### config.mk
export PLATFORM = sky130hd
export DESIGN_NAME = ppsr_port
export DESIGN_NICKNAME = d
export VERILOG_FILES = /design/src/ppsr_pkg.sv /design/src/ppsr_glitch_filter.sv /design/src/ppsr_port.sv
export SDC_FILE = /design/constraint.sdc
export NUM_CORES = 1
export LEC_CHECK = 0
export BUFFER_PORTS_ARGS = -buffer_cell sky130_fd_sc_hd__buf_2
export CELL_PAD_IN_SITES_DETAIL_PLACEMENT = 1
export CELL_PAD_IN_SITES_GLOBAL_PLACEMENT = 1
export CORE_AREA = 4 4 191 193
export DETAILED_ROUTE_END_ITERATION = 8
export DIE_AREA = 0 0 195 197
export GPL_TIMING_DRIVEN = 0
export PLACE_DENSITY = 0.76
export SLEW_MARGIN = 20
export SYNTH_ARGS = -nofsm -noshare
export SYNTH_HDL_FRONTEND = slang
export SYNTH_SLANG_ARGS = --single-unit
export TNS_END_PERCENT = 30
### constraint.sdc
create_clock -name clk -period 2.1 [get_ports clk]
set_input_delay 0.42 -clock clk [delete_from_list [all_inputs] [get_ports clk]]
set_output_delay 0.42 -clock clk [all_outputs]
set_load 0.05 [all_outputs]
### src/ppsr_pkg.sv
// package of constants for the pin port with sleep retention
// assumes a single 125 MHz clock and a plain byte-addressed register port
package ppsr_pkg;

   // ***************************************************************
   // sizes
   // ***************************************************************
   localparam int NUM_PINS = 20;
   localparam int ADDR_W = 8;
   localparam int DATA_W = 32;

   // ***************************************************************
   // register byte offsets
   // ***************************************************************
   localparam logic [7:0] OFF_DIR = 8'h00;
   localparam logic [7:0] OFF_OUT = 8'h04;
   localparam logic [7:0] OFF_PULL = 8'h08;
   localparam logic [7:0] OFF_IN = 8'h0C;
   localparam logic [7:0] OFF_INTEN = 8'h10;
   localparam logic [7:0] OFF_STAT = 8'h14;
   localparam logic [7:0] OFF_MASK = 8'h18;
   localparam logic [7:0] OFF_CTRL = 8'h1C;
   localparam logic [7:0] OFF_ALT = 8'h20;

   // ***************************************************************
   // field positions and reset values
   // ***************************************************************
   localparam int CTRL_TWOWIRE = 0;
   localparam int CTRL_ADC_EN = 1;
   localparam int CTRL_CMP_EN = 2;
   localparam int CTRL_CMP_WAKE = 3;
   localparam int CTRL_W = 4;
   localparam int STAT_CMP_BIT = 20;
   localparam int STAT_W = 21;
   localparam int PIN_TW_A = 4;
   localparam int PIN_TW_B = 5;
   localparam logic [19:0] TW_PIN_MASK = 20'h00030;
   localparam logic [19:0] PULL_RESET = 20'hFFFFF;
   localparam logic [3:0] CTRL_RESET = 4'h0;

   // ***************************************************************
   // timing
   // ***************************************************************
   localparam int CLK_PERIOD_NS = 8;
   localparam int GLITCH_NS = 50;
   localparam int GLITCH_CYC = (GLITCH_NS + CLK_PERIOD_NS - 1) / CLK_PERIOD_NS;
   localparam int FILT_CNT_W = 3;
   localparam logic [2:0] GLITCH_LAST = 3'(GLITCH_CYC - 1);

endpackage : ppsr_pkg

### src/ppsr_glitch_filter.sv
// input glitch filter for the two-wire capable pins
// assumes its input is already synchronised to clk
`timescale 1ns/100ps
module ppsr_glitch_filter (
   // clock and reset
   input wire logic clk,
   input wire logic arst_n,
   // filtered line
   input wire logic rawIn,
   output logic cleanOut
);

   logic [ppsr_pkg::FILT_CNT_W-1:0] cnt_ff;
   logic clean_ff;

   // a new level is taken only after it held for the whole glitch window
   always_ff @(posedge clk or negedge arst_n) begin
      if (!arst_n) begin
         cnt_ff <= 3'h0;
         clean_ff <= 1'b1;
      end else if (rawIn == clean_ff) begin
         cnt_ff <= 3'h0;
      end else if (cnt_ff == ppsr_pkg::GLITCH_LAST) begin
         cnt_ff <= 3'h0;
         clean_ff <= rawIn;
      end else begin
         cnt_ff <= cnt_ff + 3'h1;
      end
   end

   assign cleanOut = clean_ff;

   // ***************************************************************
   // checks
   // ***************************************************************
   property p_filter_change;
      @(posedge clk) disable iff (!arst_n)
      (clean_ff != $past(clean_ff)) |-> (clean_ff == $past(rawIn));
   endproperty
   a_filter_change: assert property (p_filter_change) else $error("filter output moved without input");

endmodule : ppsr_glitch_filter

### src/ppsr_port.sv
// general pin port: direction, level, pull, peripheral hand-over, two-wire
// open-drain mode, sleep retention, wake and interrupt
// assumes pins sampled on clk, a power manager giving sleep levels
//
// The strobed register port and the address map were left to the implementer.
`timescale 1ns/100ps
module ppsr_port (
   // clock and reset
   input wire logic clk,
   input wire logic arst_n,
   // register port
   input wire logic [7:0] regAddr,
   input wire logic [31:0] regWdata,
   input wire logic regWr,
   input wire logic regRd,
   output logic [31:0] regRdata,
   // pads
   input wire logic [19:0] pinIn,
   output logic [19:0] pinOut,
   output logic [19:0] pinOe,
   output logic [19:0] pullEn,
   // secondary-function peripherals
   output logic [19:0] periphEn,
   input wire logic [19:0] periphOe,
   input wire logic [19:0] periphOut,
   output logic [19:0] periphIn,
   // analog blocks
   output logic adcEn,
   output logic cmpEn,
   input wire logic cmpEvent,
   // power management
   input wire logic sleepReq,
   input wire logic deepSleepReq,
   output logic wakeReq,
   output logic irq
);

   localparam int N = ppsr_pkg::NUM_PINS;

   // ***************************************************************
   // registers
   // ***************************************************************
   logic [N-1:0] dir_ff;
   logic [N-1:0] outReg_ff;
   logic [N-1:0] pull_ff;
   logic [N-1:0] intEn_ff;
   logic [N-1:0] alt_ff;
   logic [ppsr_pkg::STAT_W-1:0] stat_ff;
   logic [ppsr_pkg::STAT_W-1:0] mask_ff;
   logic [ppsr_pkg::CTRL_W-1:0] ctrl_ff;
   logic [N-1:0] syncA_ff;
   logic [N-1:0] syncB_ff;
   logic [N-1:0] prevIn_ff;
   logic [N-1:0] pinOut_ff;
   logic [N-1:0] pinOe_ff;
   logic [N-1:0] periphIn_ff;
   logic [31:0] rdata_ff;
   logic adcEn_ff;
   logic cmpEn_ff;
   logic wake_ff;
   logic irq_ff;

   // ***************************************************************
   // address decode
   // ***************************************************************
   wire wrDir = regWr && (regAddr == ppsr_pkg::OFF_DIR);
   wire wrOut = regWr && (regAddr == ppsr_pkg::OFF_OUT);
   wire wrPull = regWr && (regAddr == ppsr_pkg::OFF_PULL);
   wire wrIntEn = regWr && (regAddr == ppsr_pkg::OFF_INTEN);
   wire wrStat = regWr && (regAddr == ppsr_pkg::OFF_STAT);
   wire wrMask = regWr && (regAddr == ppsr_pkg::OFF_MASK);
   wire wrCtrl = regWr && (regAddr == ppsr_pkg::OFF_CTRL);
   wire wrAlt = regWr && (regAddr == ppsr_pkg::OFF_ALT);

   wire [N-1:0] wPins = regWdata[N-1:0];
   wire twoWire = ctrl_ff[ppsr_pkg::CTRL_TWOWIRE];
   wire asleep = sleepReq || deepSleepReq;

   // ***************************************************************
   // input path
   // ***************************************************************
   // first stage is read only by the second
   always_ff @(posedge clk or negedge arst_n) begin
      if (!arst_n) begin
         syncA_ff <= '0;
         syncB_ff <= '0;
      end else begin
         syncA_ff <= pinIn;
         syncB_ff <= syncA_ff;
      end
   end

   logic filtA;
   logic filtB;

   ppsr_glitch_filter u_filt_a (
      .clk(clk),
      .arst_n(arst_n),
      .rawIn(syncB_ff[ppsr_pkg::PIN_TW_A]),
      .cleanOut(filtA)
   );

   ppsr_glitch_filter u_filt_b (
      .clk(clk),
      .arst_n(arst_n),
      .rawIn(syncB_ff[ppsr_pkg::PIN_TW_B]),
      .cleanOut(filtB)
   );

   // two-wire pins read through the filter while in two-wire mode
   wire [N-1:0] filtPins = {syncB_ff[N-1:ppsr_pkg::PIN_TW_B+1], filtB, filtA, syncB_ff[ppsr_pkg::PIN_TW_A-1:0]};
   wire [N-1:0] pinVal = twoWire ? filtPins : syncB_ff;

   // ***************************************************************
   // output path
   // ***************************************************************
   // peripheral-owned pins take direction and level from the peripheral
   wire [N-1:0] srcOe = (alt_ff & periphOe) | (~alt_ff & dir_ff);
   wire [N-1:0] srcOut = (alt_ff & periphOut) | (~alt_ff & outReg_ff);
   wire [N-1:0] twMask = twoWire ? ppsr_pkg::TW_PIN_MASK : '0;
   // open drain: drive only low, release for high
   wire [N-1:0] nxt_pinOe = (srcOe & ~twMask) | (srcOe & ~srcOut & twMask);
   wire [N-1:0] nxt_pinOut = srcOut & ~twMask;

   // pads freeze while asleep, so direction and level are retained
   always_ff @(posedge clk or negedge arst_n) begin
      if (!arst_n) begin
         pinOe_ff <= '0;
         pinOut_ff <= '0;
      end else if (!asleep) begin
         pinOe_ff <= nxt_pinOe;
         pinOut_ff <= nxt_pinOut;
      end
   end

   // ***************************************************************
   // configuration registers
   // ***************************************************************
   always_ff @(posedge clk or negedge arst_n) begin
      if (!arst_n) begin
         dir_ff <= '0;
         outReg_ff <= '0;
         intEn_ff <= '0;
      end else begin
         if (wrDir) dir_ff <= wPins;
         if (wrOut) outReg_ff <= wPins;
         if (wrIntEn) intEn_ff <= wPins;
      end
   end

   always_ff @(posedge clk or negedge arst_n) begin
      if (!arst_n) begin
         pull_ff <= ppsr_pkg::PULL_RESET;
         alt_ff <= '0;
         ctrl_ff <= ppsr_pkg::CTRL_RESET;
         mask_ff <= '0;
      end else begin
         if (wrPull) pull_ff <= wPins;
         if (wrAlt) alt_ff <= wPins;
         if (wrCtrl) ctrl_ff <= regWdata[ppsr_pkg::CTRL_W-1:0];
         if (wrMask) mask_ff <= regWdata[ppsr_pkg::STAT_W-1:0];
      end
   end

   // ***************************************************************
   // events, status, interrupt and wake
   // ***************************************************************
   // only pins held as inputs with interrupt enabled report changes
   wire [N-1:0] pinEvt = (pinVal ^ prevIn_ff) & intEn_ff & ~pinOe_ff;
   wire cmpEvt = cmpEvent && cmpEn_ff;
   wire [ppsr_pkg::STAT_W-1:0] statSet = {cmpEvt, pinEvt};
   wire [ppsr_pkg::STAT_W-1:0] statClr = wrStat ? regWdata[ppsr_pkg::STAT_W-1:0] : '0;
   // a set in the same cycle as its clear wins
   wire [ppsr_pkg::STAT_W-1:0] nxt_stat = (stat_ff & ~statClr) | statSet;
   wire cmpWake = cmpEvt && ctrl_ff[ppsr_pkg::CTRL_CMP_WAKE] && !deepSleepReq;
   wire nxt_wake = asleep && (wake_ff || (|pinEvt) || cmpWake);

   // comparator survives light sleep only when used as a wake source
   wire cmpKeep = sleepReq && !deepSleepReq && ctrl_ff[ppsr_pkg::CTRL_CMP_WAKE];
   wire nxt_cmpEn = ctrl_ff[ppsr_pkg::CTRL_CMP_EN] && (!asleep || cmpKeep);
   wire nxt_adcEn = ctrl_ff[ppsr_pkg::CTRL_ADC_EN] && !asleep;

   always_ff @(posedge clk or negedge arst_n) begin
      if (!arst_n) begin
         prevIn_ff <= '0;
         stat_ff <= '0;
         wake_ff <= 1'b0;
         irq_ff <= 1'b0;
      end else begin
         prevIn_ff <= pinVal;
         stat_ff <= nxt_stat;
         wake_ff <= nxt_wake;
         irq_ff <= |(nxt_stat & mask_ff);
      end
   end

   always_ff @(posedge clk or negedge arst_n) begin
      if (!arst_n) begin
         adcEn_ff <= 1'b0;
         cmpEn_ff <= 1'b0;
         periphIn_ff <= '0;
      end else begin
         adcEn_ff <= nxt_adcEn;
         cmpEn_ff <= nxt_cmpEn;
         periphIn_ff <= pinVal;
      end
   end

   // ***************************************************************
   // read data
   // ***************************************************************
   wire [31:0] rdMux =
      (regAddr == ppsr_pkg::OFF_DIR) ? 32'(dir_ff) :
      (regAddr == ppsr_pkg::OFF_OUT) ? 32'(outReg_ff) :
      (regAddr == ppsr_pkg::OFF_PULL) ? 32'(pull_ff) :
      (regAddr == ppsr_pkg::OFF_IN) ? 32'(pinVal) :
      (regAddr == ppsr_pkg::OFF_INTEN) ? 32'(intEn_ff) :
      (regAddr == ppsr_pkg::OFF_STAT) ? 32'(stat_ff) :
      (regAddr == ppsr_pkg::OFF_MASK) ? 32'(mask_ff) :
      (regAddr == ppsr_pkg::OFF_CTRL) ? 32'(ctrl_ff) :
      (regAddr == ppsr_pkg::OFF_ALT) ? 32'(alt_ff) : 32'h00000000;

   always_ff @(posedge clk or negedge arst_n) begin
      if (!arst_n) begin
         rdata_ff <= 32'h00000000;
      end else begin
         rdata_ff <= regRd ? rdMux : 32'h00000000;
      end
   end

   // ***************************************************************
   // outputs
   // ***************************************************************
   assign regRdata = rdata_ff;
   assign pinOut = pinOut_ff;
   assign pinOe = pinOe_ff;
   assign pullEn = pull_ff;
   assign periphEn = alt_ff;
   assign periphIn = periphIn_ff;
   assign adcEn = adcEn_ff;
   assign cmpEn = cmpEn_ff;
   assign wakeReq = wake_ff;
   assign irq = irq_ff;

   // ***************************************************************
   // checks
   // ***************************************************************
   property p_gpio_dir;
      @(posedge clk) disable iff (!arst_n)
      (!asleep && !alt_ff[0]) |=> (pinOe[0] == $past(dir_ff[0])) && (pinOut[0] == $past(outReg_ff[0]));
   endproperty
   a_gpio_dir: assert property (p_gpio_dir) else $error("general pin ignores software direction");

   property p_alt_dir;
      @(posedge clk) disable iff (!arst_n)
      (!asleep && alt_ff[1]) |=> (pinOe[1] == $past(periphOe[1]));
   endproperty
   a_alt_dir: assert property (p_alt_dir) else $error("peripheral does not own pin direction");

   property p_pull_reset;
      @(posedge clk) disable iff (!arst_n)
      $rose(arst_n) |-> (pullEn == ppsr_pkg::PULL_RESET);
   endproperty
   a_pull_reset: assert property (p_pull_reset) else $error("pull enables not set after reset");

   property p_open_drain;
      @(posedge clk) disable iff (!arst_n)
      (!asleep && twoWire) |=> !pinOut[ppsr_pkg::PIN_TW_A] && !pinOut[ppsr_pkg::PIN_TW_B];
   endproperty
   a_open_drain: assert property (p_open_drain) else $error("two-wire pin driven high");

   property p_reset_pins;
      @(posedge clk) disable iff (!arst_n)
      $rose(arst_n) |-> (pinOe == '0) && (periphEn == '0) && !adcEn && !cmpEn;
   endproperty
   a_reset_pins: assert property (p_reset_pins) else $error("pins or peripherals active out of reset");

   property p_retain;
      @(posedge clk) disable iff (!arst_n)
      (asleep && $past(asleep)) |-> $stable(pinOe) && $stable(pinOut);
   endproperty
   a_retain: assert property (p_retain) else $error("pin state moved during sleep");

   property p_wake;
      @(posedge clk) disable iff (!arst_n)
      (asleep && (|pinEvt)) ##1 asleep |-> wakeReq;
   endproperty
   a_wake: assert property (p_wake) else $error("enabled pin event did not wake");

   property p_analog_off;
      @(posedge clk) disable iff (!arst_n)
      (deepSleepReq || (sleepReq && !ctrl_ff[ppsr_pkg::CTRL_CMP_WAKE])) |=> !adcEn && !cmpEn;
   endproperty
   a_analog_off: assert property (p_analog_off) else $error("analog block on during sleep");

   property p_sync_delay;
      @(posedge clk) disable iff (!arst_n)
      $changed(pinIn[0]) ##1 1'b1 |=> (syncB_ff[0] == $past(pinIn[0], 2));
   endproperty
   a_sync_delay: assert property (p_sync_delay) else $error("input not seen two cycles later");

   property p_read_once;
      @(posedge clk) disable iff (!arst_n)
      !$past(regRd) |-> (regRdata == 32'h00000000);
   endproperty
   a_read_once: assert property (p_read_once) else $error("read data outside read cycle");

   property p_irq_level;
      @(posedge clk) disable iff (!arst_n)
      ((|(stat_ff & mask_ff)) && $stable(mask_ff)) |-> irq;
   endproperty
   a_irq_level: assert property (p_irq_level) else $error("unmasked status without interrupt");

   property p_wake_hold;
      @(posedge clk) disable iff (!arst_n)
      (wakeReq && asleep) |=> wakeReq;
   endproperty
   a_wake_hold: assert property (p_wake_hold) else $error("wake request dropped during sleep");

   property p_cmp_keep;
      @(posedge clk) disable iff (!arst_n)
      (sleepReq && !deepSleepReq && ctrl_ff[ppsr_pkg::CTRL_CMP_WAKE] && ctrl_ff[ppsr_pkg::CTRL_CMP_EN]) |=> cmpEn;
   endproperty
   a_cmp_keep: assert property (p_cmp_keep) else $error("comparator off although kept for wake");

   c_wake: cover property (@(posedge clk) disable iff (!arst_n) $rose(wakeReq));
   c_irq: cover property (@(posedge clk) disable iff (!arst_n) $rose(irq));
   c_twowire: cover property (@(posedge clk) disable iff (!arst_n) twoWire && pinOe[ppsr_pkg::PIN_TW_A]);
   c_cmp_sleep: cover property (@(posedge clk) disable iff (!arst_n) sleepReq && cmpEn);

endmodule : ppsr_port

* After elaboration in Yosys (flattened, before gate mapping)
Cells that the tools add are included.
Storage, ports and cells: bits in registers 279, latch bits 0, bits in writable memories 0, bits in read-only memories 0, input bits 107, output and inout port bits 136, word-level logic and storage cells 104, memories 0
Operators by class: $add $sub $neg 2, $mul 0, divide/modulo/power cells 0, magnitude comparators 0, equality and inequality tests 12, shift-type cells 0, mux-type cells 17, bitwise gates (word level) 24, reduce and logical (&&, ||, !) cells 27
Operators with widths (number):
- 21-bit two-way mux | 9
- 20-bit bitwise AND | 9
- 20-bit NOT | 3
- 20-bit bitwise OR | 3
- 21-bit bitwise AND | 2
- 20-bit two-way mux | 2
- 8-bit by 5-bit == test with 1-bit output, second input constant | 4
- 21-bit NOT | 1
- 21-bit bitwise OR | 1
- 21-bit OR reduction | 1
- 20-bit by 6-bit bitwise AND with 20-bit output | 1
- 6-bit NOT with 20-bit output | 1
- 20-bit OR reduction | 1
- 20-bit XOR | 1
- 8-bit by 4-bit == test with 1-bit output, second input constant | 2
- 1-bit logical AND | 16
- 3-bit two-way mux | 4
- 6-bit two-way mux | 2
- 8-bit by 3-bit == test with 1-bit output, second input constant | 1
- 8-bit by 6-bit == test with 1-bit output, second input constant | 1
- 8-bit logical NOT | 1
- 3-bit by 1-bit adder with 3-bit output, second input constant | 2
- 3-bit == test, second input constant | 2
- 1-bit logical OR | 4
- other kinds (4) | 8

* Depth between registers and ports, before layout
depth after elaboration 11, gate-level depth with buffers 8, gate-level depth less buffers 6

* By module
A second synthesis with hierarchy kept.
Second synthesis, totals: cells, all modules 1045, area total of the unflattened synthesis 12286.8 um2
Modules (own cells, without submodules):
- ppsr_port | times used 1, cells each 1017, area each 11936.4 um2, sequential area each 6806.5 um2
- ppsr_glitch_filter | times used 2, cells each 14, area each 175.2 um2, sequential area each 101.3 um2

* Worst setup path after synthesis
Ideal clock, no wire load.
path kind input to register, start point input regAddr[0], end point register irq_ff, in the netlist irq, setup time 0.138 ns, arrival 2.098 ns, data required time 1.962 ns, setup slack -0.136 ns, cell stages on the path 8, path buffers 2, path through buf_4 or4b_4 buf_6 o31a_1 o21ai_0 o2111ai_1 a2111oi_2 nand4_1
On the way: word-level cells in the longest chain between the ends 8
Ends and longest elaborated chain:
- from (decl) | line ppsr_port.sv:12 | input wire logic [7:0] regAddr,
- 8-bit by 5-bit == test with 1-bit output | line ppsr_port.sv:70 | wire wrStat = regWr && (regAddr == ppsr_pkg::OFF_STAT);
- 1-bit logical AND | line ppsr_port.sv:70
- 21-bit two-way mux | line ppsr_port.sv:172 | wire [ppsr_pkg::STAT_W-1:0] statClr = wrStat ? regWdata[ppsr_pkg::STAT_W-1:0] : '0;
- 21-bit NOT | line ppsr_port.sv:174 | wire [ppsr_pkg::STAT_W-1:0] nxt_stat = (stat_ff & ~statClr) | statSet;
- 21-bit bitwise AND | line ppsr_port.sv:174
- 21-bit bitwise OR | line ppsr_port.sv:174
- 21-bit bitwise AND | line ppsr_port.sv:193 | irq_ff <= |(nxt_stat & mask_ff);
- 21-bit OR reduction | line ppsr_port.sv:193
- to (signal assigned) | line ppsr_port.sv:193
- to (decl) | line ppsr_port.sv:61 | logic irq_ff;
No other way between the ends. A chain may end at the register's enable or synchronous reset.

* Final worst setup path
start point input regAddr[5], end point register rdata_ff[20], in the netlist regRdata[20]
On the way: word-level cells in the longest chain between the ends 9, elaborated cells between the ends (all ways) 15, classes of those cells 6 x eq/ne; 8 x mux; 1 x reduce/logical
Ends and longest elaborated chain:
- 8-bit by 5-bit == test with 1-bit output | line ppsr_port.sv:219 | (regAddr == ppsr_pkg::OFF_MASK) ? 32'(mask_ff) :
- 21-bit two-way mux | line ppsr_port.sv:219
- 21-bit two-way mux | line ppsr_port.sv:218 | (regAddr == ppsr_pkg::OFF_STAT) ? 32'(stat_ff) :
- 21-bit two-way mux | line ppsr_port.sv:217 | (regAddr == ppsr_pkg::OFF_INTEN) ? 32'(intEn_ff) :
- 21-bit two-way mux | line ppsr_port.sv:216 | (regAddr == ppsr_pkg::OFF_IN) ? 32'(pinVal) :
- 21-bit two-way mux | line ppsr_port.sv:215 | (regAddr == ppsr_pkg::OFF_PULL) ? 32'(pull_ff) :
- 21-bit two-way mux | line ppsr_port.sv:214 | (regAddr == ppsr_pkg::OFF_OUT) ? 32'(outReg_ff) :
- 21-bit two-way mux (*) | line ppsr_port.sv:213 | (regAddr == ppsr_pkg::OFF_DIR) ? 32'(dir_ff) :
- 21-bit two-way mux (*) | line ppsr_port.sv:227 | rdata_ff <= regRd ? rdMux : 32'h00000000;
- to (signal assigned) | line ppsr_port.sv:227
- to (decl) | line ppsr_port.sv:57 | logic [31:0] rdata_ff;
Every way passes the cells marked *; elsewhere a longest branch is shown, timed or not.

==> metrics.csv <==
metric,value,unit
outcome,"finished, final reports clean",
grt_max_degree,86,
post_synth_inst_count,940,
clk_latency,570,ps
antenna_violating_nets_post_route,0,
clk_root_buffer_cell,sky130_fd_sc_hd__clkbuf_16,
final_period_minus_worst_setup_slack,2091,ps
edff_count_synth,0,
hold_violations,0,
synth-warning-count,0,
grt_setup_unrepaired,yes,
final_cells,1719,
reg2reg_to,wakeReq,
cp-startpoint,regAddr[5],
vias,9265,
routed_via_density,5.390,
n_fill_cell,3720,
area_delta_synth_final,27.57,%
power.total,13.87,mW
hpwlAfterDp,31450,um
layout_commonest_cell,sky130_fd_sc_hd__dfrtp_1,
synth_area,11980,um^2
main_combinational_cell_family_by_area_after_synthesis,multiplexers,
path_max_fanout,10,
final.setup_skew,10.53,ps
tightest_slew,1064,ps
grt_antenna_before_repair,7,
initial_utilization,0.3469,
setup-tns-final,0,ps
grt_pass1_wl,65300,um
setup-violations-final,0,
cts_tree,built,
detail_route.drc_violations,0,
nNetsFinal,1340,
synth_compound_area_frac,0.1137,
crit_path_end,regRdata[20],
placeableCoreArea,34540,um^2
clk_transition_reported_paths,60,ps
worst_ep_arrival_time,2500,ps
reg2reg_depth,6,
max_cap_violations,0,
detail_route.wirelength,44510,um
port_buffers,216,
dr.first_iter.drc_count,641,
worst_hold_slack,111.5,ps
die-height,197,um
vdd_ir_drop_max,0.5810,mV
ys_seq_area_frac,0.5849,
worst_reg2reg_setup_slack,50,ps
synth_async_sr_flop_share,1.000,
cts.htree.levels,1,
yosys_most_used_dff,sky130_fd_sc_hd__dfrtp_1,
power_density,907.6,nW/um^2
post_synth_and_or_nand_nor_area_fraction,0.07842,
leakage,7.345,nW
timing.rr.start,periphIn[18],
floorplan.die_area,38420,um^2
synthAdderAreaFrac,0,
postSynthRegisterBits,279,
globalRouteOverflowTotal,0,
cts_num_sinks,279,
clock_path_buffers,3,
postLayoutCoreUtil,0.4425,
achievable-frequency,0.4782,GHz
track_usage,0.2235,
syn_area_cell,12.75,um^2
tritoncts.num_buffers,30,
floorplan.io_pins,243,
post_synth_mux_area_share,0.1762,
setup.worst_path.start_class,input port,
number_of_global_route_vias_before_repair,10110,
setup.worst_path.class,in2reg,
synth.lib_cells_used.distinct,68,
drive_gt1_frac,0.4137,
cp-end-kind,register,
drv_slew,0,
gp_routability_congestion,0.9047,
firstDrtPassIters,6,
avgRoutedWirePerCell,25.89,um
post_synth_xor_area_fraction,0.01608,
timing.max_slew.rel_slack,0.2906,
worstPathRequired,2510,ps
dp_cells,1624,
die_w,195,um
placement_rows,68,
min_period_over_period,0.9959,
most-common-layout-cells,"sky130_fd_sc_hd__dfrtp_1 (256), sky130_fd_sc_hd__buf_2 (226), sky130_fd_sc_hd__mux2_2 (119)",
hold_path_class,in2reg,
-- state kept, by name, indices dropped and copies added, names as in the netlist, 3 cells and up --
register	cells
syncB_ff	20
pinOut	20
regRdata	21
intEn_ff	20
periphEn	20
ctrl_ff	4
syncA_ff	20
dir_ff	20
pullEn	20
mask_ff	21
pinOe	20
outReg_ff	20
stat_ff	21
periphIn	20
u_filt_b.cnt_ff	3
u_filt_a.cnt_ff	3
-- what timing repair did --
item | 4_1_cts | 5_1_grt
pin swaps | 4 | 5
resized for setup | 22 | 22
cloned | 0 | 1
endpoints found under the setup margin | 103 | 39
buffers inserted | 10 | 1
hold endpoints to repair | 69 | 0
hold buffers | 21 | 0
-- area by class of cell --
| class | count | area, um^2 | area share |
|---|---|---|---|
| flip-flops and latches | 279 | 7010 | 0.4586 |
| multi-input cells | 598 | 4727 | 0.3092 |
| repair buffers | 252 | 1471 | 0.09626 |
| clock buffers | 41 | 893.4 | 0.05844 |
| well taps | 455 | 569.3 | 0.03724 |
| plain buffers | 57 | 359.1 | 0.02349 |
| clock inverters | 15 | 181.4 | 0.01187 |
| inverters | 15 | 56.30 | 0.003683 |
| diodes | 7 | 17.52 | 0.001146 |
-- Yosys cell counts (3+ instances only) --
master	count	share of area
sky130_fd_sc_hd__a21o_1	9	0.0056
sky130_fd_sc_hd__nand3_1	6	0.0025
sky130_fd_sc_hd__nand3b_1	3	0.0019
sky130_fd_sc_hd__a211o_1	3	0.0022
sky130_fd_sc_hd__nand2b_1	5	0.0026
sky130_fd_sc_hd__inv_1	15	0.0047
sky130_fd_sc_hd__or2_2	5	0.0026
sky130_fd_sc_hd__buf_6	4	0.0038
sky130_fd_sc_hd__dfstp_2	22	0.048
sky130_fd_sc_hd__a221o_1	3	0.0025
sky130_fd_sc_hd__and3_1	5	0.0026
sky130_fd_sc_hd__o31a_1	3	0.0022
sky130_fd_sc_hd__a21boi_0	7	0.0044
sky130_fd_sc_hd__mux2_4	20	0.025
sky130_fd_sc_hd__nor3_1	4	0.0017
sky130_fd_sc_hd__nor2_1	20	0.0063
sky130_fd_sc_hd__xor2_1	9	0.0066
sky130_fd_sc_hd__o21ai_0	56	0.023
sky130_fd_sc_hd__mux2i_1	47	0.039
sky130_fd_sc_hd__nand4_1	4	0.0021
sky130_fd_sc_hd__a22o_1	5	0.0037
sky130_fd_sc_hd__o221ai_1	13	0.0095
sky130_fd_sc_hd__buf_4	12	0.0075
sky130_fd_sc_hd__xnor2_1	13	0.0095
sky130_fd_sc_hd__a21oi_1	25	0.010
sky130_fd_sc_hd__a211oi_1	5	0.0031
sky130_fd_sc_hd__nor2b_1	3	0.0016
sky130_fd_sc_hd__clkbuf_1	25	0.0078
sky130_fd_sc_hd__a31oi_1	20	0.010
sky130_fd_sc_hd__a221oi_1	10	0.0073
sky130_fd_sc_hd__buf_1	5	0.0016
sky130_fd_sc_hd__buf_2	11	0.0046
sky130_fd_sc_hd__nand2_1	90	0.028
sky130_fd_sc_hd__dfrtp_1	257	0.54
sky130_fd_sc_hd__a22oi_1	21	0.013
sky130_fd_sc_hd__mux2_2	119	0.11
sky130_fd_sc_hd__a222oi_1	6	0.0050
sky130_fd_sc_hd__nor3b_1	15	0.0094
-- worst max-delay path, stage by stage --
cell and delay [ps]:
sky130_fd_sc_hd__buf_2 150, sky130_fd_sc_hd__or4b_4 550, sky130_fd_sc_hd__buf_6 180, sky130_fd_sc_hd__nor4_4 290
sky130_fd_sc_hd__buf_2 410, sky130_fd_sc_hd__a22oi_1 120, sky130_fd_sc_hd__nor3_1 390
-- layer usage --
metal  vias up  global-route usage  routed length (um)  part of all wire
met5         -                   0                   0                 0
met4         0             0.09232                1819             0.041
met3       114             0.04735                3247             0.073
met2       420              0.3616               21130              0.47
met1      4709              0.2946               18320              0.41
li1       4022                   -                   -                 -
-- worst min-delay path by stage --
stage	startpoint	end	cells past startpoint
2_1_floorplan	arst_n	adcEn	0
3_3_place_gp	syncA_ff[7]	syncB_ff[7]	0
3_5_place_dp	syncA_ff[12]	syncB_ff[12]	0
4_1_cts	regWdata[20]	stat_ff[20]	2
5_1_grt	regWdata[20]	stat_ff[20]	2
6_report	regWdata[20]	stat_ff[20]	2
-- kinds of logic after synthesis --
group           Yosys count
flops                   279
compound gates          201
mux                     186
simple gates            178
buf+inv                  73
xor+xnor                 22
other cells               1
-- power breakdown --
group          switching, mW  internal, mW
Clock                   2.24          3.45
Combinational           1.35         0.670
Sequential             0.353          5.81
Total                   3.94          9.93
-- stage by stage --
| stage | setup WS [ps] | instance area [um^2] |
|---|---|---|
| floorplan | -90.79 | 12050 |
| global placement | -4678 | 13700 |
| detailed placement | -1187 | 13790 |
| CTS | 14.69 | 15200 |
| global route | -38.77 | 15280 |
| finish | 8.644 | 15290 |
(Power assumes the default switching activity.)
